<file path="src/logic/status_filter_map.vh">
`ifndef STATUS_FILTER_MAP_VH
`define STATUS_FILTER_MAP_VH

// register select codes on the command port
`define SEL_OPERATION_COND 4'h0
`define SEL_OPERATION_EVENT 4'h1
`define SEL_OPERATION_ENABLE 4'h2
`define SEL_OPERATION_FALL 4'h3
`define SEL_OPERATION_RISE 4'h4
`define SEL_QUESTIONABLE_COND 4'h5
`define SEL_QUESTIONABLE_EVENT 4'h6
`define SEL_QUESTIONABLE_ENABLE 4'h7
`define SEL_QUESTIONABLE_FALL 4'h8
`define SEL_QUESTIONABLE_RISE 4'h9

// register width and the legal value range 0..32767
`define STATUS_WIDTH 16
`define VALUE_MASK 16'h7fff

// reset and preset values
`define RST_ENABLE 16'h0000
`define RST_FALL_FILTER 16'h0000
`define RST_RISE_FILTER 16'h7fff
`define RST_EVENT 16'h0000

// operation condition bit positions
`define OP_BIT_ALIGN 0
`define OP_BIT_SWEEP 3
`define OP_BIT_MEASURE 4
`define OP_BIT_TRIG_WAIT 5
`define OP_BIT_PAUSED 8

// questionable condition bit positions
`define QU_BIT_POWER 3
`define QU_BIT_WARMUP 4
`define QU_BIT_FREQ 5
`define QU_BIT_ALIGN_FAULT 8
`define QU_BIT_INTEGRITY 9

`endif

</file>
<file path="src/logic/cond_sync.v">
`timescale 1ns/100ps
module cond_sync #(
  parameter WIDTH = 16
) (
  // clock and reset
  input wire sys_clk,
  input wire sys_rst,
  // asynchronous levels in, synchronised levels out
  input wire [WIDTH-1:0] async_in,
  output reg [WIDTH-1:0] sync_out
);

  reg [WIDTH-1:0] meta_reg;

  // first stage feeds only the second stage
  always @(posedge sys_clk) begin
    if (sys_rst) begin
      meta_reg <= {WIDTH{1'b0}};
      sync_out <= {WIDTH{1'b0}};
    end else begin
      meta_reg <= async_in;
      sync_out <= meta_reg;
    end
  end

endmodule // cond_sync

</file>
<file path="src/logic/status_group.v">
`timescale 1ns/100ps
`include "status_filter_map.vh"
module status_group (
  // clock and reset
  input wire sys_clk,
  input wire sys_rst,
  // synchronised live conditions
  input wire [`STATUS_WIDTH-1:0] cond,
  // filters and enable mask
  input wire [`STATUS_WIDTH-1:0] rise_filter,
  input wire [`STATUS_WIDTH-1:0] fall_filter,
  input wire [`STATUS_WIDTH-1:0] enable_mask,
  // read of the event register, clears it
  input wire event_read,
  // latched events and summary bit
  output reg [`STATUS_WIDTH-1:0] event_reg,
  output reg summary_reg
);

  reg [`STATUS_WIDTH-1:0] cond_prev_reg;
  wire [`STATUS_WIDTH-1:0] rose;
  wire [`STATUS_WIDTH-1:0] fell;
  wire [`STATUS_WIDTH-1:0] event_set;
  wire [`STATUS_WIDTH-1:0] event_next;

  assign rose = cond & ~cond_prev_reg;
  assign fell = ~cond & cond_prev_reg;
  // an edge is recorded only where its filter bit selects it
  assign event_set = (rose & rise_filter) | (fell & fall_filter);
  // a new edge in the read cycle survives the clear
  assign event_next = (event_read ? `RST_EVENT : event_reg) | event_set;

  always @(posedge sys_clk) begin
    if (sys_rst) begin
      cond_prev_reg <= {`STATUS_WIDTH{1'b0}};
      event_reg <= `RST_EVENT;
      summary_reg <= 1'b0;
    end else begin
      cond_prev_reg <= cond;
      event_reg <= event_next;
      summary_reg <= |(event_reg & enable_mask);
    end
  end

endmodule // status_group

</file>
<file path="src/logic/scpi_status_event_filter.v">
// Functional notes
// operation summary is status byte bit 7 from enabled events; mask 0..32767.
// operation enable mask clears to zero at preset.
// event bit sets only when the filter selects the observed condition edge.
// event bits hold until read; read returns value then clears register.
// falling condition with fall filter bit set sets event; fall filter resets zero.
// rising condition with rise filter bit set sets event; rise filter resets 32767.
// alignment activity maps to operation bit 0.
// preset restores filters, enable masks and queue enable.
// preset leaves event registers, queue and other enable masks untouched.
// questionable condition reads live, unlatched; zero at preset (preset does not touch it here; it follows the synchronised inputs).
// questionable summary is status byte bit 3 from enabled events.
// questionable enable mask clears to zero at preset.
// masks and filters exchange as integer sums of bit weights.
// controller should check bit 3 after each measurement.
// operation bits: 0 align, 3 sweep, 4 measure, 5 trigger wait, 8 paused.
// questionable bits: 3 power, 4 warmup, 5 frequency, 8 align fault, 9 integrity.
// summary is OR of event AND mask, updated the cycle after.
`timescale 1ns/100ps
`include "status_filter_map.vh"
module scpi_status_event_filter (
  // clock and reset
  input wire sys_clk,
  input wire sys_rst,
  // instrument activity levels
  input wire align_busy,
  input wire sweep_busy,
  input wire measure_busy,
  input wire trigger_wait,
  input wire measure_paused,
  // questionable summary levels
  input wire power_unleveled,
  input wire warming_up,
  input wire freq_unlocked,
  input wire align_fault,
  input wire integrity_fault,
  // command port
  input wire cmd_wr,
  input wire cmd_rd,
  input wire cmd_preset,
  input wire [3:0] cmd_sel,
  input wire [`STATUS_WIDTH-1:0] cmd_wdata,
  output reg [`STATUS_WIDTH-1:0] rsp_rdata,
  output reg rsp_valid,
  // status byte summaries and queue enable restore
  output wire operation_summary,
  output wire questionable_summary,
  output reg queue_enable_restore
);

  wire [`STATUS_WIDTH-1:0] op_raw;
  wire [`STATUS_WIDTH-1:0] qu_raw;
  wire [`STATUS_WIDTH-1:0] op_cond;
  wire [`STATUS_WIDTH-1:0] qu_cond;
  wire [`STATUS_WIDTH-1:0] op_event;
  wire [`STATUS_WIDTH-1:0] qu_event;
  wire [`STATUS_WIDTH-1:0] wvalue;
  wire op_read;
  wire qu_read;
  reg [`STATUS_WIDTH-1:0] operation_enable_mask_reg;
  reg [`STATUS_WIDTH-1:0] operation_falling_filter_reg;
  reg [`STATUS_WIDTH-1:0] operation_rising_filter_reg;
  reg [`STATUS_WIDTH-1:0] questionable_enable_mask_reg;
  reg [`STATUS_WIDTH-1:0] questionable_falling_filter_reg;
  reg [`STATUS_WIDTH-1:0] questionable_rising_filter_reg;
  reg [`STATUS_WIDTH-1:0] rdata_next;

  // next values of the programmable registers and of the answer
  wire wr_op_enable;
  wire wr_op_fall;
  wire wr_op_rise;
  wire wr_qu_enable;
  wire wr_qu_fall;
  wire wr_qu_rise;
  reg [`STATUS_WIDTH-1:0] operation_enable_mask_next;
  reg [`STATUS_WIDTH-1:0] operation_falling_filter_next;
  reg [`STATUS_WIDTH-1:0] operation_rising_filter_next;
  reg [`STATUS_WIDTH-1:0] questionable_enable_mask_next;
  reg [`STATUS_WIDTH-1:0] questionable_falling_filter_next;
  reg [`STATUS_WIDTH-1:0] questionable_rising_filter_next;
  reg [`STATUS_WIDTH-1:0] rsp_rdata_next;
  reg rsp_valid_next;
  reg queue_enable_restore_next;

  // each activity level lands on its own bit weight
  // positions without a level read as zero, so bit 15 never shows
  genvar bit_idx;
  generate
    for (bit_idx = 0; bit_idx < `STATUS_WIDTH; bit_idx = bit_idx + 1) begin : g_cond_map
      assign op_raw[bit_idx] = ((bit_idx == `OP_BIT_ALIGN) && align_busy)
        || ((bit_idx == `OP_BIT_SWEEP) && sweep_busy)
        || ((bit_idx == `OP_BIT_MEASURE) && measure_busy)
        || ((bit_idx == `OP_BIT_TRIG_WAIT) && trigger_wait)
        || ((bit_idx == `OP_BIT_PAUSED) && measure_paused);
      assign qu_raw[bit_idx] = ((bit_idx == `QU_BIT_POWER) && power_unleveled)
        || ((bit_idx == `QU_BIT_WARMUP) && warming_up)
        || ((bit_idx == `QU_BIT_FREQ) && freq_unlocked)
        || ((bit_idx == `QU_BIT_ALIGN_FAULT) && align_fault)
        || ((bit_idx == `QU_BIT_INTEGRITY) && integrity_fault);
    end
  endgenerate

  // condition pins come from other clock domains
  cond_sync #(.WIDTH(2 * `STATUS_WIDTH)) u_sync (
    .sys_clk(sys_clk),
    .sys_rst(sys_rst),
    .async_in({qu_raw, op_raw}),
    .sync_out({qu_cond, op_cond})
  );

  assign op_read = cmd_rd && (cmd_sel == `SEL_OPERATION_EVENT);
  assign qu_read = cmd_rd && (cmd_sel == `SEL_QUESTIONABLE_EVENT);

  status_group u_operation (
    .sys_clk(sys_clk),
    .sys_rst(sys_rst),
    .cond(op_cond),
    .rise_filter(operation_rising_filter_reg),
    .fall_filter(operation_falling_filter_reg),
    .enable_mask(operation_enable_mask_reg),
    .event_read(op_read),
    .event_reg(op_event),
    .summary_reg(operation_summary)
  );

  status_group u_questionable (
    .sys_clk(sys_clk),
    .sys_rst(sys_rst),
    .cond(qu_cond),
    .rise_filter(questionable_rising_filter_reg),
    .fall_filter(questionable_falling_filter_reg),
    .enable_mask(questionable_enable_mask_reg),
    .event_read(qu_read),
    .event_reg(qu_event),
    .summary_reg(questionable_summary)
  );

  // written values are bit-weight sums limited to 0..32767
  assign wvalue = cmd_wdata & `VALUE_MASK;

  // one write strobe per register; condition, event and unmapped selects take no write
  assign wr_op_enable = cmd_wr && (cmd_sel == `SEL_OPERATION_ENABLE);
  assign wr_op_fall = cmd_wr && (cmd_sel == `SEL_OPERATION_FALL);
  assign wr_op_rise = cmd_wr && (cmd_sel == `SEL_OPERATION_RISE);
  assign wr_qu_enable = cmd_wr && (cmd_sel == `SEL_QUESTIONABLE_ENABLE);
  assign wr_qu_fall = cmd_wr && (cmd_sel == `SEL_QUESTIONABLE_FALL);
  assign wr_qu_rise = cmd_wr && (cmd_sel == `SEL_QUESTIONABLE_RISE);

  // preset wins over a write in the same cycle, so software cannot half-undo it
  // preset and reset share the defaults; the event latches never see the preset
  always @* begin
    operation_enable_mask_next = operation_enable_mask_reg;
    if (cmd_preset) begin
      operation_enable_mask_next = `RST_ENABLE;
    end else if (wr_op_enable) begin
      operation_enable_mask_next = wvalue;
    end
  end

  always @(posedge sys_clk) begin
    if (sys_rst) begin
      operation_enable_mask_reg <= `RST_ENABLE;
    end else begin
      operation_enable_mask_reg <= operation_enable_mask_next;
    end
  end

  always @* begin
    operation_falling_filter_next = operation_falling_filter_reg;
    if (cmd_preset) begin
      operation_falling_filter_next = `RST_FALL_FILTER;
    end else if (wr_op_fall) begin
      operation_falling_filter_next = wvalue;
    end
  end

  always @(posedge sys_clk) begin
    if (sys_rst) begin
      operation_falling_filter_reg <= `RST_FALL_FILTER;
    end else begin
      operation_falling_filter_reg <= operation_falling_filter_next;
    end
  end

  always @* begin
    operation_rising_filter_next = operation_rising_filter_reg;
    if (cmd_preset) begin
      operation_rising_filter_next = `RST_RISE_FILTER;
    end else if (wr_op_rise) begin
      operation_rising_filter_next = wvalue;
    end
  end

  always @(posedge sys_clk) begin
    if (sys_rst) begin
      operation_rising_filter_reg <= `RST_RISE_FILTER;
    end else begin
      operation_rising_filter_reg <= operation_rising_filter_next;
    end
  end

  always @* begin
    questionable_enable_mask_next = questionable_enable_mask_reg;
    if (cmd_preset) begin
      questionable_enable_mask_next = `RST_ENABLE;
    end else if (wr_qu_enable) begin
      questionable_enable_mask_next = wvalue;
    end
  end

  always @(posedge sys_clk) begin
    if (sys_rst) begin
      questionable_enable_mask_reg <= `RST_ENABLE;
    end else begin
      questionable_enable_mask_reg <= questionable_enable_mask_next;
    end
  end

  always @* begin
    questionable_falling_filter_next = questionable_falling_filter_reg;
    if (cmd_preset) begin
      questionable_falling_filter_next = `RST_FALL_FILTER;
    end else if (wr_qu_fall) begin
      questionable_falling_filter_next = wvalue;
    end
  end

  always @(posedge sys_clk) begin
    if (sys_rst) begin
      questionable_falling_filter_reg <= `RST_FALL_FILTER;
    end else begin
      questionable_falling_filter_reg <= questionable_falling_filter_next;
    end
  end

  always @* begin
    questionable_rising_filter_next = questionable_rising_filter_reg;
    if (cmd_preset) begin
      questionable_rising_filter_next = `RST_RISE_FILTER;
    end else if (wr_qu_rise) begin
      questionable_rising_filter_next = wvalue;
    end
  end

  always @(posedge sys_clk) begin
    if (sys_rst) begin
      questionable_rising_filter_reg <= `RST_RISE_FILTER;
    end else begin
      questionable_rising_filter_reg <= questionable_rising_filter_next;
    end
  end

  always @* begin
    case (cmd_sel)
      `SEL_OPERATION_COND: rdata_next = op_cond;
      `SEL_OPERATION_EVENT: rdata_next = op_event;
      `SEL_OPERATION_ENABLE: rdata_next = operation_enable_mask_reg;
      `SEL_OPERATION_FALL: rdata_next = operation_falling_filter_reg;
      `SEL_OPERATION_RISE: rdata_next = operation_rising_filter_reg;
      `SEL_QUESTIONABLE_COND: rdata_next = qu_cond;
      `SEL_QUESTIONABLE_EVENT: rdata_next = qu_event;
      `SEL_QUESTIONABLE_ENABLE: rdata_next = questionable_enable_mask_reg;
      `SEL_QUESTIONABLE_FALL: rdata_next = questionable_falling_filter_reg;
      `SEL_QUESTIONABLE_RISE: rdata_next = questionable_rising_filter_reg;
      default: rdata_next = {`STATUS_WIDTH{1'b0}};
    endcase
  end

  // answer strobe stands one cycle; read data hold until the next read
  always @* begin
    rsp_valid_next = cmd_rd;
    rsp_rdata_next = rsp_rdata;
    if (cmd_rd) begin
      rsp_rdata_next = rdata_next;
    end
    queue_enable_restore_next = cmd_preset;
  end

  always @(posedge sys_clk) begin
    if (sys_rst) begin
      rsp_valid <= 1'b0;
    end else begin
      rsp_valid <= rsp_valid_next;
    end
  end

  // answers are whole integer sums of the selected bits
  always @(posedge sys_clk) begin
    if (sys_rst) begin
      rsp_rdata <= {`STATUS_WIDTH{1'b0}};
    end else begin
      rsp_rdata <= rsp_rdata_next;
    end
  end

  // the error queue keeps its own enable; it only hears that a preset happened
  always @(posedge sys_clk) begin
    if (sys_rst) begin
      queue_enable_restore <= 1'b0;
    end else begin
      queue_enable_restore <= queue_enable_restore_next;
    end
  end

endmodule // scpi_status_event_filter

</file>
<file path="config.mk">
export PLATFORM = sky130hd
export DESIGN_NAME = scpi_status_event_filter
export DESIGN_NICKNAME = d
export VERILOG_FILES = /design/src/logic/cond_sync.v /design/src/logic/status_group.v /design/src/logic/scpi_status_event_filter.v
export VERILOG_INCLUDE_DIRS = /design/src /design/src/logic
export SDC_FILE = /design/constraint.sdc
export NUM_CORES = 1
export LEC_CHECK = 0
export BUFFER_PORTS_ARGS = -buffer_cell sky130_fd_sc_hd__buf_2
export CAP_MARGIN = 20
export CORE_UTILIZATION = 50
export CTS_BUF_LIST = sky130_fd_sc_hd__clkbuf_8
export DETAILED_ROUTE_END_ITERATION = 12
export GPL_ROUTABILITY_DRIVEN = 1
export PLACE_DENSITY_LB_ADDON = 0.08
export SYNTH_ARGS = -nofsm -noshare
export SYNTH_HDL_FRONTEND = slang
export SYNTH_SLANG_ARGS = --single-unit
</file>
<file path="constraint.sdc">
create_clock -name sys_clk -period 1.6 [get_ports sys_clk]
set_input_delay 0.08 -clock sys_clk [delete_from_list [all_inputs] [get_ports sys_clk]]
set_output_delay 0.08 -clock sys_clk [all_outputs]
set_load 0.02 [all_outputs]
</file>
# After elaboration in Yosys (flattened, before gate mapping)
# Cells that the tools add are included.
# word_totals
reg_bits,238
out_inout_bits,20
word_cells,60
# op_classes
n_eq_ne,9
n_mux,3
bitwise_logic,18
n_reduce_logical,12
# op_table
op,count
$pmux 16 s10,1
$and 16x15->16,6
$and 16x16->16,4
$not 16->16,4
$or 16x16->16,4
$mux 16,2
$reduce_or 16->1,2
$eq 4x3->1 const B,4
$eq 4x2->1 const B,2
$eq 4x4->1 const B,2
$logic_and 1x1->1,8
$eq 4x1->1 const B,1
$logic_not 4->1,1
$reduce_or 2->1,1

# Depth between registers and ports, before layout
# Gate-level depths: netlist of the first run.
# depth
depth_word,5
depth_mapped,8
depth_no_buf,4

# Modules after synthesis
# A second synthesis of the first run with hierarchy kept.
# unflattened
hier_cells,1051
hier_area_um2,9749.4
# modules_own_cells
mod,instances,cells_per_inst,area_each_um2
scpi_status_event_filter,1,602,5261.3
status_group,2,157,1285.0
cond_sync,1,135,1918.1

# Worst setup path before layout of the first run
# OpenSTA, ideal clock, no wires.
# synth_path
path_type,in2reg
from,input port cmd_sel[0]
to,register rsp_rdata[3]
setup_time_ns,0.134
t_arrival_ns,1.098
setup_slack_ns,0.368
stages,6
path_cell_list,buf_4 > nor4bb_1 > buf_4 > buf_6 > a2111oi_0 > a21oi_1
# synth_via
elab_chain_len,2
word_cells_on_any_way,11
classes_between,9 x eq/ne; 1 x mux; 1 x reduce/logical
# synth_rtl
item,line,source
"start, declared",scpi_status_event_filter.v:41,"input wire [3:0] cmd_sel,"
"$eq 4x4->1, or another cell as far along",scpi_status_event_filter.v:254,case (cmd_sel)
$pmux 16 s10 *,scpi_status_event_filter.v:254,
"end signal, assigned",scpi_status_event_filter.v:290,rsp_rdata <= {`STATUS_WIDTH{1'b0}};
"end signal, assigned",scpi_status_event_filter.v:292,rsp_rdata <= rsp_rdata_next;
"end, declared",scpi_status_event_filter.v:43,"output reg [`STATUS_WIDTH-1:0] rsp_rdata,"
# Mark *: on every way between the ends. The rest lies on a longest branch, timed or not.
# A chain may end at the register's enable or synchronous reset.

==> results of run 1 <==
-- cell usage after synthesis (9+ instances only) --
cell	instances	area share
a21o_1	11	0.013
a21oi_1	68	0.056
a21oi_2	10	0.014
a22oi_1	31	0.038
a31oi_1	13	0.013
buf_2	11	0.0090
buf_4	15	0.018
buf_6	10	0.018
clkbuf_1	19	0.012
dfxtp_1	149	0.49
mux2i_1	9	0.015
nand2_1	202	0.12
nand3_1	30	0.024
nand3b_1	18	0.022
nor2_1	12	0.0073
nor2b_1	33	0.034
o21ai_0	16	0.013
-- through the flow --
stage	worst slack, ns	instances
after floorplan	0.368	714
after global placement	0.0971	900
after detailed placement	0.0484	900
after CTS	0.0911	961
after global routing	0.149	963
final	0.241	963
-- worst min path at each step --
| stage | start | end | slack, ns |
|---|---|---|---|
| floorplan | sys_rst | rsp_valid$_SDFF_PP0_ | 0.16 |
| global placement | measure_busy | u_sync.meta_reg[4]$_SDFF_PP0_ | 0.29 |
| detailed placement | align_busy | u_sync.meta_reg[0]$_SDFF_PP0_ | 0.29 |
| CTS | cmd_rd | rsp_valid$_SDFF_PP0_ | 0.06 |
| global route | cmd_wr | questionable_enable_mask_reg[3]$_SDFFE_PP0P_ | 0.19 |
| finish | cmd_wr | questionable_rising_filter_reg[13]$_SDFFE_PP1P_ | 0.19 |
-- worst max-delay path, cell delays in order --
cell,delay [ns]
dlygate4sd3_1,0.52
buf_2,0.19
buf_4,0.30
nor2b_1,0.10
nand2_1,0.08
buf_4,0.20
a31oi_1,0.08
a21o_1,0.16
-- cell families after synthesis --
group	synth area share
AND/OR/NAND/NOR	0.265
flip-flops	0.487
other	0.000612
buffers and inverters	0.0592
multiplexers	0.0202
AO/OA/AOI/OAI	0.168
-- final cells by class --
cell class | instances | area, µm²
Fill cell | 1073 | 4720
Sequential cell | 149 | 2980
Multi-Input combinational cell | 507 | 2790
Timing Repair Buffer | 128 | 948
Clock buffer | 21 | 289
Tap cell | 147 | 184
Clock inverter | 9 | 40.0
Inverter | 2 | 7.51
-- cells in the final DEF (no fill, tap or decap), drive strengths merged, types with 2 or more instances in the layout --
master       instances
a21oi               78
nor4                 4
mux2i                9
a22oi               31
nor4b                4
or2                  2
nand2              203
inv                  6
a211oi               2
dlygate4sd3         32
nand3               30
a22o                 2
nand2b               3
o21ai               18
and3                 2
and2                 6
a222oi               2
clkbuf              21
nor2b               33
nor3b                2
a31oi               13
dfxtp              149
a221oi               3
nor3                 4
clkinv               5
nand4bb              2
nor2                12
nand4b               2
buf                 96
nand3b              18
a21o                11
-- what timing repair did --
| item | in CTS | in global routing |
|---|---|---|
| setup buffers | 0 | 0 |
| hold endpoints to repair | 103 | 1 |
| hold buffers | 31 | 1 |
-- power by group through the flow --
stage	Clock, mW	Combinational [mW]	Sequential, mW
floorplan	0	0.310	3.90
CTS	2.54	0.564	3.82
finish	2.49	0.574	3.82
global placement	0	0.495	3.90
global route	2.71	0.622	3.82
detailed placement	0	0.506	3.90
-- metal layers --
layer  global-route usage  vias up
met5                    0        -
met4                0.111        0
met3               0.0600       28
met2                0.429      202
met1                0.384     2602
li1                     -     2622
==> run summary, run 1 <==
The tools report the Yosys warning count as 0. The count of endpoints failing hold in the final timing report is 0. The logs give 26900 µm for the first-pass GRT wire length and 0 for the total overflow reported by the global router.

At the pin with the least slew margin, the transition time is 0.725 ns. The mean routed wirelength per cell came out at 17.3 µm. The number of design-rule violations left by the first detailed-router iteration is 421, and the area of the die is 12700 µm². Counting flops and latches in the post-synthesis netlist gives 149. For the reported max-cap violation count, the log shows 0. The smallest clock period supported by the final layout is computed as 1.36 ns. For this design the ratio of total power to cell area is 949 nW/µm². The run gives 2.84 nW as the leakage component of the power.

The flow ran to the end, and the final reports show no timing, DRC or antenna violations. Proportion of synthesized chip area in sequential cells: 0.487. The worst-case IR drop observed on VDD is 550 µV. The detail-routed via count per cell is 5.66. The reg-to-reg endpoint was rsp_rdata[0]$_SDFFE_PP0P_.

STA classifies the critical path startpoint as an input port. The tools report the via count of the first global-routing pass as 5075. For the overall power of the completed layout, the log shows 6.88 mW. For the post-route cell area, the log shows 7250 µm².

The logs give 714 for the post-synthesis instance total and 55 for the number of placed I/O pins. After synthesis the cells add up to 6130 µm². For the worst-skew pair, the clock arrives at the later sink with an insertion delay of 0.46 ns. The summed negative setup slack over all endpoints was 0 ns; the maximum operating frequency was 736 MHz. The post-cts repair resize count is 0. The logs give 149 for the total number of clock tree sinks and 0.00643 ns for the clock tree skew after final layout. Following the worst setup path forward leads to its endpoint at rsp_rdata[0]$_SDFFE_PP0P_. From synthesis to final layout, the design area changed by 18.2%.

At the worst endpoint, the arrival time is 1.72 ns. The first detailed-routing pass ran for 5 iterations. Setup repair after global routing left no endpoint under its margin. The clock-pin transition on the worst setup and hold timing paths works out to 0.08 ns. The logs give 0 for the antenna cell count and 0 for the number of antenna violations at the first check in global routing.

In this run the worst setup path begins at sys_rst. The total setup violations reported at the end of the flow is 0. The switching portion of total power came out at 0.244.

Entering global routing, the biggest net connects 61 pins. The kind of end point of the critical path was a register. The run gives 11300 µm as the placed wire-length estimate after detailed placement.

Dominant synthesized flop cell: dfxtp_1. In this run the critical register-to-register path is launched from u_sync.sync_out[0]$_SDFF_PP0_. After detailed routing, the total wire length is 16700 µm. The die is 113 µm tall. Counting instances, the worst hold path has a depth of 5.

Counting cells, the worst reg-to-reg path comes to 4. TritonCTS created 17 clock buffers. The tools report the core box area as 12000 µm². The tools report the number of placement rows as 40.

The remaining number of nets flagged by the antenna check after routing was 0; the mean instance size in the synthesized netlist was 8.59 µm². After detailed routing, the number of remaining DRC violations is 0. The proportion of synthesized flip-flops having asynchronous set or reset was 0; the combinational cell fraction of total power was 0.084. The worst hold path belongs to the class in2reg. The logs give 5.20 mW for the internal power of the cells and 0.856 for the global placement routability congestion. TritonCTS built the clock tree.

The logs give 6590 µm² for the post-place instance area and 0.513 for the effective utilization at floorplan. The number of different library cells used by synthesis comes to 47. At the worst endpoint, the required time is 1.96 ns. The count of final max-slew check failures came out at 0. The fraction of power consumed by the clock network is 0.361, and the part of the power in registers is 0.555. Synthesis produced a netlist with a net count of 749. Summing over every cut layer, the via total after detailed routing is 5454. The fraction of layout cells with a size suffix above 1 is 0.179. Hold timing on the final database bottoms out at a slack of 0.188 ns. For the utilization after layout, the log shows 0.606.

The net count reported at finish came out at 840. The detailed-routed wire length on met2 was 7660 µm. Input and output buffers added on the ports amount to 52. Cell chosen for the clock root: clkbuf_8. The tools report the setup slack on the worst flop-to-flop path as 0.35 ns.

CTS built an H-tree with a depth of 4. The switching component of the power is 1.68 mW. The headroom to the max-slew limit was 0.516. The biggest fanout along the worst timing path works out to 26. The die is 113 µm wide.

The final clock period utilization by the worst path is 0.849. The highest layer used for signal routing is met4. Yosys mapped a number of flops with a built-in enable equal to 0. The all-layer global routing usage was 0.279.

The worst setup path is of the in2reg kind. For the detailed-routed wire length on met3, the log shows 1100 µm. The clock passes through at most 2 buffers. The detailed router put a total of 7620 µm of wire on met1.
No activity file was read; power rests on OpenSTA's default activity.
==> run 2, diff against run 1 <==
==> constraint.sdc (replaced) <==
create_clock -name sys_clk -period 1.2 [get_ports sys_clk]
set_input_delay 0.06 -clock sys_clk [delete_from_list [all_inputs] [get_ports sys_clk]]
set_output_delay 0.06 -clock sys_clk [all_outputs]
set_load 0.02 [all_outputs]
==> run summary, run 2 (synthesized netlist as in run 1, its figures left out) <==
Cell at the slowest stage of the critical path: dfxtp_1. The die covers 12700 µm². The floorplan has 40 rows.

STA classifies the critical path startpoint as a register. For the required time of the critical path, the log shows 1.55 ns. The floorplan step defined a core boundary enclosing 12000 µm².

The top cell types in the final layout, fill and taps aside, are 202 x nand2_1, 146 x dfxtp_1, 68 x a21oi_1, 68 x buf_4, 52 x buf_2. The power per unit of standard cell area was 1300 nW/µm²; the total setup violations reported at the end of the flow was 1. The number of clock buffers inserted by TritonCTS is 17. Once layout is complete, the cells apart from fillers number 993.

The critical path is of the reg2reg type. Before antenna repair, the detailed router went through 8 iterations. Fraction of layout cells with a size suffix above 1: 0.223. The tools report the reported max-cap violation count as 0. The logs give 0 for the number of antenna violations at the first check in global routing and 149 for the total number of clock tree sinks. Global routing finished with a remaining overflow of 0. Traced cell by cell, the critical path runs through mux2_2, a32oi_2, o2111a_1, o21ai_1.

The count of endpoints failing hold in the final timing report came out at 0. The die is 113 µm wide. The largest voltage drop on the vdd net came out at 1310 µV. The count of final max-slew check failures is 0. For the utilization after layout, the log shows 0.641.

The tools report the effective utilization at floorplan as 0.513. After the first detailed-routing iteration, the DRC count stood at 465. The leakage component of the power is 3.04 nW. For this run, the post-layout net count is 870.

Clock-pin slew was measured on the worst setup and hold paths at 0.08 ns. The worst-case clock buffer depth is 2, and the all-layer global routing usage is 0.292. In the final layout, the multi-input gates occupy 2830 µm². The finished cells cover 7670 µm². The cell sitting at the root of the clock tree is a clkbuf_8.

The library cell used most frequently in the layout, excluding fill and tap cells, is nand2_1. The congestion estimate from routability-driven global placement came to 0.870. The biggest fanout along the worst timing path was 2. The critical path contains buffers and inverters numbering 0 combined. The via count of the first global-routing pass was 5332.

TritonCTS built the clock tree. The detail-routed via count per cell is 5.63. Counting tap cells, the placed design contains a total of 935 instances. Entering global routing, the biggest net connects 61 pins. Setup repair after global routing could not meet its margin everywhere.

The final clock period utilization by the worst path was 1.01; the number of buffers inserted to repair setup after CTS was 0. The sequential cells in the finished layout cover a total of 2990 µm². The kind of end point of the critical path was a register. The DRC violation count after routing is 0. In this run the tool buffered the top-level ports with 52 buffer cells.

The clock tree skew after final layout came out at 0.0133 ns. Broken down by cell family, the worst path's largest delay share belongs to compound AO/OA/AOI/OAI gates. The data arrival time of the critical path was 1.56 ns. The checks that failed: setup timing. From synthesis to final layout, the design area changed by 25.0%. Counting I/O delays and the setup requirement, the final critical path takes 1.21 ns. The placed instances occupy a cell area of 6950 µm². The H-tree was split into 4 levels. The filler cells instantiated in the layout total 1050. For the worst-skew pair, the clock arrives at the later sink with an insertion delay of 0.46 ns. Pin placement for this block handled 55 I/O pins. The delay of the slowest cell on the worst path came out at 0.32 ns.

The tools report the worst path setup slack after routing as -0.0129 ns. The path type of the worst min-delay path was in2reg. The count of vias placed by the detailed router was 5589; the summed negative setup slack over all endpoints was -0.0129 ns. The tools report the maximum operating frequency as 824 MHz. The routed design has 17600 µm of wire. The repair_antennas step left the layout with diodes totalling 0. In this run the vertical extent of the chip is 113 µm. Once detailed placement completed, the half-perimeter wirelength came to 12000 µm. After detailed routing, the average wire length per cell comes to 17.7 µm. Once detail routing completed, the nets flagged for antenna violations numbered 0. The first global-routing pass estimated 28000 µm of wire. The run finished, with violations left. Total power for the finished layout comes to 9.96 mW.
[run 2: timing repair]
| action | 4_1_cts | 5_1_grt |
|---|---|---|
| gates resized for setup | 1 | 7 |
| endpoints found under the hold margin | 106 | 0 |
| hold buffers | 28 | 0 |
| pin swaps | 0 | 4 |
| endpoints found under the setup margin | 1 | 3 |
[run 2: area by class of cell]
class,instances,area share
repair buffers,158,0.163
clock inverters,10,0.0173
clock buffers,20,0.0359
inverters,2,0.000979
well taps,147,0.0240
multi-input cells,507,0.369
flip-flops and latches,149,0.390
[run 2: metrics by stage]
stage	hold WS, ns	setup slack (ns)
detailed placement	0.275	-0.261
CTS	0.00719	0.0163
floorplan	0.143	0.0121
finish	0.0373	-0.0129
global placement	0.269	-0.278
global route	0.0252	-0.0337
[run 2: final timing paths]
check,endpoint,from,slack [ns],cells past startpoint
worst min-delay path,rsp_rdata[5]$_SDFFE_PP0P_,cmd_rd,0.04,3
worst min register to register,u_sync.sync_out[25]$_SDFF_PP0_,u_sync.meta_reg[25]$_SDFF_PP0_,0.44,1
worst max register to register,rsp_rdata[8]$_SDFFE_PP0P_,u_questionable.event_reg[8]$_SDFF_PP0_,-0.01,4
worst max-delay path,rsp_rdata[8]$_SDFFE_PP0P_,u_questionable.event_reg[8]$_SDFF_PP0_,-0.01,4
[run 2: power by group]
part	internal [mW]	switching [mW]	total, mW
Sequential	5.03	0.0563	5.09
Clock	2.18	1.84	4.03
Combinational	0.383	0.468	0.851
[run 2: worst reg2reg max path, cell delays in order (launching register included)]
cell	delay [ns]
dfxtp_1	0.32
mux2_2	0.27
a32oi_2	0.21
o2111a_1	0.24
o21ai_1	0.07
[run 2: per-layer routing]
metal | global-route usage | wire length, µm | part of all wire | up-vias
li1 | - | - | - | 2686
met1 | 0.399 | 8210 | 0.47 | 2679
met2 | 0.459 | 8040 | 0.46 | 196
met3 | 0.0632 | 1060 | 0.060 | 28
met4 | 0.0987 | 304 | 0.017 | 0
met5 | 0 | 0 | 0 | -
